**src/hdl/sag_pkg.sv**
```systemverilog
/*
 * package for the safe and/or combining block: state codes, widths,
 * reset values and the neutral identity code.
 * assumes nothing of its surroundings.
 */
package sag_pkg;

    localparam int NUM_INPUTS = 8;
    localparam int STATE_W = 8;
    localparam int DIAG_W = 16;

    // state codes as reported on the state word
    localparam logic [7:0] STATE_UNDEF = 8'h00;
    localparam logic [7:0] STATE_RUN = 8'h01;
    localparam logic [7:0] STATE_STOP = 8'h02;
    localparam logic [7:0] STATE_SAFE = 8'h03;

    localparam logic [15:0] DIAG_VALUE = 16'h0000;
    localparam logic [7:0] ENABLE_RESET = 8'h00;
    localparam logic [7:0] INVERT_RESET = 8'h00;

    // gate variant selection
    localparam logic GATE_AND = 1'b0;
    localparam logic GATE_OR = 1'b1;

    // identity code; value is arbitrary
    localparam logic [15:0] BLOCK_ID = 16'h0a10;

    typedef enum logic [1:0] {
        SAG_RUN,
        SAG_STOP,
        SAG_SAFE
    } sag_state_t;

endpackage : sag_pkg

```
**src/hdl/sag_combine.sv**
```systemverilog
/*
 * combinational core: inversion, enable masking and and/or combining
 * of eight single channels.
 * assumes synchronised inputs from the parent.
 */
`timescale 1ns/1ps
module sag_combine #(
    parameter int N = 8
) (
    // channel data and configuration
    input wire logic [N-1:0] chanIn,
    input wire logic [N-1:0] chanEnable,
    input wire logic [N-1:0] chanInvert,
    input wire logic gateSel,
    // result
    output logic gateResult
);
    logic [N-1:0] chanEff;

    // inverted channels are negated before combining
    assign chanEff = chanIn ^ chanInvert;

    always_comb begin
        if (gateSel == sag_pkg::GATE_AND) begin
            // disabled channels act as 1, so they never block
            // with no channel enabled the and stays low (not configured)
            gateResult = (|chanEnable) && &(chanEff | ~chanEnable);
        end else begin
            // disabled channels act as 0
            gateResult = |(chanEff & chanEnable);
        end
    end

endmodule : sag_combine

```
**src/hdl/sag_gate.sv**
```systemverilog
/*
 * safe and/or combining block: eight single channels, per-channel enable
 * and inversion, registered result, state word and zero diagnostic word.
 * assumes channel inputs and run request may come from other domains;
 * configuration comes from logic on clk and is held static in use.
 */
`timescale 1ns/1ps

module sag_gate #(
    parameter int N = sag_pkg::NUM_INPUTS
) (
    // clock and reset
    input wire logic clk,
    input wire logic nrst,
    // channel inputs from safe channels or other blocks
    input wire logic [N-1:0] chanIn,
    input wire logic blockRunRequest,
    // configuration, on clk
    input wire logic gateSel,
    input wire logic [N-1:0] cfgEnable,
    input wire logic [N-1:0] cfgInvert,
    input wire logic cfgLoad,
    input wire logic mapStateEn,
    input wire logic mapDiagEn,
    // result and information
    output logic gateResult_q,
    output logic [7:0] stateCode_q,
    output logic [15:0] diagWord_q,
    output logic errorOut_q,
    // process image copies
    output logic [7:0] imageState_q,
    output logic [15:0] imageDiag_q,
    output logic imageStateValid_q,
    output logic imageDiagValid_q
);
    logic [N-1:0] chanMeta_q;
    logic [N-1:0] chanSync_q;
    logic runMeta_q;
    logic runSync_q;
    logic [N-1:0] enable_q;
    logic [N-1:0] invert_q;
    logic combined;
    sag_pkg::sag_state_t state_d;
    sag_pkg::sag_state_t state_q;
    logic [7:0] stateCode_d;
    logic [1:0] syncFill_q;

    function automatic logic [7:0] encode_state(sag_pkg::sag_state_t s);
        unique case (s)
            sag_pkg::SAG_RUN: encode_state = sag_pkg::STATE_RUN;
            sag_pkg::SAG_STOP: encode_state = sag_pkg::STATE_STOP;
            sag_pkg::SAG_SAFE: encode_state = sag_pkg::STATE_SAFE;
        endcase
    endfunction : encode_state

    // two-stage synchronisers; each channel stands alone, so no
    // discrepancy or timing check between channels exists
    always_ff @(posedge clk or negedge nrst) begin
        if (!nrst) begin
            chanMeta_q <= '0;
            chanSync_q <= '0;
            runMeta_q <= 1'b0;
            runSync_q <= 1'b0;
        end else begin
            chanMeta_q <= chanIn;
            chanSync_q <= chanMeta_q;
            runMeta_q <= blockRunRequest;
            runSync_q <= runMeta_q;
        end
    end

    // configuration store; every channel starts disabled
    always_ff @(posedge clk or negedge nrst) begin
        if (!nrst) begin
            enable_q <= N'(sag_pkg::ENABLE_RESET);
            invert_q <= N'(sag_pkg::INVERT_RESET);
        end else if (cfgLoad) begin
            enable_q <= cfgEnable;
            invert_q <= cfgInvert;
        end
    end

    // the first and input may carry a standard signal; the design relies
    // on the configurer enabling a second, safe input so a standard
    // signal can only release the output
    sag_combine #(
        .N(N)
    ) u_combine (
        .chanIn(chanSync_q),
        .chanEnable(enable_q),
        .chanInvert(invert_q),
        .gateSel(gateSel),
        .gateResult(combined)
    );

    // run request low overrides everything
    always_comb begin
        if (!runSync_q) begin
            state_d = sag_pkg::SAG_STOP;
        end else if (combined) begin
            state_d = sag_pkg::SAG_RUN;
        end else begin
            state_d = sag_pkg::SAG_SAFE;
        end
    end

    assign stateCode_d = encode_state(state_d);

    // evaluated every cycle, reset to stop with the output low
    always_ff @(posedge clk or negedge nrst) begin
        if (!nrst) begin
            state_q <= sag_pkg::SAG_STOP;
            stateCode_q <= sag_pkg::STATE_STOP;
            gateResult_q <= 1'b0;
        end else begin
            state_q <= state_d;
            stateCode_q <= stateCode_d;
            gateResult_q <= (state_d == sag_pkg::SAG_RUN);
        end
    end

    // diagnostic and error are constant but kept as flops so every
    // output leaves a register
    always_ff @(posedge clk or negedge nrst) begin
        if (!nrst) begin
            diagWord_q <= sag_pkg::DIAG_VALUE;
            errorOut_q <= 1'b0;
        end else begin
            diagWord_q <= sag_pkg::DIAG_VALUE;
            errorOut_q <= 1'b0;
        end
    end

    // process image copies; unmapped fields read zero
    always_ff @(posedge clk or negedge nrst) begin
        if (!nrst) begin
            imageState_q <= sag_pkg::STATE_UNDEF;
            imageStateValid_q <= 1'b0;
        end else begin
            imageStateValid_q <= mapStateEn;
            imageState_q <= mapStateEn ? stateCode_d : sag_pkg::STATE_UNDEF;
        end
    end

    always_ff @(posedge clk or negedge nrst) begin
        if (!nrst) begin
            imageDiag_q <= sag_pkg::DIAG_VALUE;
            imageDiagValid_q <= 1'b0;
        end else begin
            imageDiagValid_q <= mapDiagEn;
            imageDiag_q <= sag_pkg::DIAG_VALUE;
        end
    end

    // sync fill marker: both stages hold post-reset samples only from the
    // second edge after release, so latency checks wait for it
    always_ff @(posedge clk or negedge nrst) begin
        if (!nrst) begin
            syncFill_q <= 2'h0;
        end else begin
            syncFill_q <= {syncFill_q[0], 1'b1};
        end
    end
endmodule : sag_gate

```
**config.mk**
```make
export PLATFORM = sky130hd
export DESIGN_NAME = sag_gate
export DESIGN_NICKNAME = d
export VERILOG_FILES = /design/src/hdl/sag_pkg.sv /design/src/hdl/sag_combine.sv /design/src/hdl/sag_gate.sv
export SDC_FILE = /design/constraint.sdc
export NUM_CORES = 1
export LEC_CHECK = 0
export ABC_AREA = 1
export BUFFER_PORTS_ARGS = -buffer_cell sky130_fd_sc_hd__buf_2
export CAP_MARGIN = 20
export CORE_MARGIN = 1
export CORE_UTILIZATION = 51
export CTS_CLUSTER_DIAMETER = 50
export DETAILED_ROUTE_END_ITERATION = 6
export GPL_ROUTABILITY_DRIVEN = 0
export PLACE_DENSITY = 0.85
export SLEW_MARGIN = 20
export SYNTH_ARGS = -nofsm -noshare
export SYNTH_HDL_FRONTEND = slang
export SYNTH_HIERARCHICAL = 1
export SYNTH_SLANG_ARGS = --single-unit
```
**constraint.sdc**
```tcl
create_clock -name clk -period 2 [get_ports clk]
set_input_delay 0.2 -clock clk [delete_from_list [all_inputs] [get_ports clk]]
set_output_delay 0.2 -clock clk [all_outputs]
set_load 0.01 [all_outputs]
```
==> run summary <==
Clock tree buffer depth - 2
Clk root buf - clkbuf_8
DRT Wirelength - 2711 um
Utilization after layout - 58.24%
Reg2Reg Launch Point - invert_q[4]
Core Footprint - 3689 sq um
Initial antenna violation count - 0
Share of post-route cells with drive strength above 1 - 21.09%
MaxCap Viol Count - 0
Grt ovf - 0
Die Ht - 64.06 um
Via density - 4.006
First-pass GRT wire length - 4616 um
Post-place instance area - 2006 sq um
Post-Syn Area - 1964 sq um
Worst Clk Skew - 0.005976 ns
Antenna Cells - 0
Mean area per synthesized cell - 8.654 sq um
Post-synth EDFFs - 0
Number of cell rows - 22
Yosys top cell by area - dfrtp_1
Count leader, synth - nand2_1
Fmax - 846.9 MHz
Hold-critical path depth - 1
Htree depth - 2
Die ar. - 4104 sq um
Distinct cells, synth - 16
HP Class - input pin to flip-flop
Hold path start - chanIn[1]
Fin Hold WS - 0.01271 ns
R2r worst-path depth - 10
TritonCTS buffer count - 5
Final ANT Viol Nets - 0
Largest stage delay on the critical path - 0.42 ns
Die Wd - 64.06 um
Register area share after synthesis - 52.29%
Setup TNS - 0 ns
Reg2reg setup slack - 0.82 ns
Area grow syn2layout - 9.363%
Crit-path slowest cell - dfrtp_1
Postcts setup bufs - 0
# port buffers - 37
CP startpoint kind - flip-flop
# fillers - 343
DRC - 0
Status - finished clean
Post-CTS Hold Fix Bufs - 1
Vias after detailed routing - 1294
Leakage - 1.275 nW
Resized Gates After CTS - 0
Skew-Pair Late Insertion Delay - 0.29 ns
All-Layer GR Usage - 15.12%
Final setup violation count - 0
Peak VDD IR - 0.0006517 V
Most area-consuming cells after synthesis - dfrtp_1 (51%), buf_4 (17%), nand2_1 (16%), inv_1 (3.4%), nand3_1 (2.8%)
Post-synth ARST share - 100.0%
Register area - 1027 sq um
Post-DP HPWL - 2071 um
Initial Utilization - 53.26%
Final Hold Fails - 0
CTS tree - yes
CP Data Required Time - 2.19 ns
WP buf/inv - 2
Area of the multi-input gates - 630.6 sq um
Total Nets Final - 305
Post-Syn Instances - 227
Tcrit/Tclk final - 59.04%
Total power - 1.654 mW
RSZ-0062 raised after global routing - no
Critical Path End Type - flip-flop
Boundary Pins - 83
CP cell instances - inv_1 -> nand2_1 -> nand3_1 -> nand2_1 -> nor2_1 -> nand2_1 -> nand2_1 -> nand2_1 -> nand2_1 -> inv_1
Largest fanout on the critical path - 4
RR Endpoint - gateResult_q
Vias in the first global route - 1133
CP arrival - 1.37 ns
Clk sink count - 41
Area share of the largest cell type after synthesis - 50.96%
Fin area - 2148 sq um
Hold EP - chanMeta_q[1]
Power per cell area - 769.9 nW/um^2
Minimum clock period - 1.181 ns
Drt wl/cell - 8.393 um
Largest net degree at the start of global routing - 21
Warnings, synthesis - 6
Synth Flop Type - dfrtp_1
CP delay by family, top - simple AND/OR/NAND/NOR gates
Synthesized flop and latch total - 41
Initial DRC Count - 21
Clock slew at reported path FFs - 0.07 ns
Crit-path most repeated cell - nand2_1
DRT Pass-1 Iters - 6
Top cells by instance count after synthesis - nand2_1 (86), buf_4 (45), dfrtp_1 (40)
Kind of critical path - flip-flop to flip-flop
Max Slew Vio Count - 0
## cell families (layout without fill, tap and decap cells)
logic type,after synthesis,count (layout),share of synthesized area (%)
AO/OA/AOI/OAI,2,2,0.5091
buffers and inverters,71,75,24.01
flip-flops,41,41,52.29
other,1,45,0.1909
AND/OR/NAND/NOR,112,112,22.99
## power breakdown
group,switching (mW),total [mW],internal (mW)
combinational,0.145,0.229,0.0846
clock,0.260,0.501,0.241
sequential,0.0367,0.924,0.887
## layer usage
metal | vias to the layer above | wire length (um) | global-route usage [%]
li1 | 673 | - | -
met1 | 569 | 1103 | 16.73
met2 | 48 | 1425 | 27.13
met3 | 4 | 147 | 4.286
met4 | 0 | 34 | 5.966
met5 | - | 0 | 0
## per-stage QoR
step	std cells	worst slack, ns
finish	323	0.8192
detailed placement	309	0.8198
global route	323	0.6841
global placement	309	0.8838
floorplan	271	0.9537
CTS	318	0.8078
## cell type report
type	count	area share, %
Sequential cell	41	47.82
Multi-Input combinational cell	159	29.35
Timing Repair Buffer	45	12.11
Inverter	22	4.077
Clock buffer	6	3.378
Tap cell	48	2.796
Clock inverter	2	0.4659
## how the worst max path moves through the flow
stage	startpoint	end	cells past startpoint
floorplan	invert_q[4]	gateResult_q	10
global placement	invert_q[4]	gateResult_q	10
detailed placement	enable_q[6]	gateResult_q	8
CTS	invert_q[4]	gateResult_q	10
global route	invert_q[4]	gateResult_q	10
finish	invert_q[4]	gateResult_q	10
## layout by cell type (no fill, tap or decap)
cell type	n
clkbuf_1	1
dlygate4sd3_1	6
inv_1	18
buf_2	37
dfstp_2	1
conb_1	45
o21ai_0	1
nand2_2	7
nor2_1	8
buf_4	2
clkbuf_8	5
a21oi_1	1
nand2_1	86
inv_6	1
dfrtp_1	40
inv_2	3
nand3_1	11
clkinv_2	2
## flip-flops by register name (all words and copies together) (netlist names)
register           cells
gateResult_q           1
chanMeta_q             8
enable_q               8
imageState_q           2
imageStateValid_q      1
imageDiagValid_q       1
runSync_q              1
stateCode_q            2
chanSync_q             8
invert_q               8
runMeta_q              1
Power figures use the tool's default switching activity.
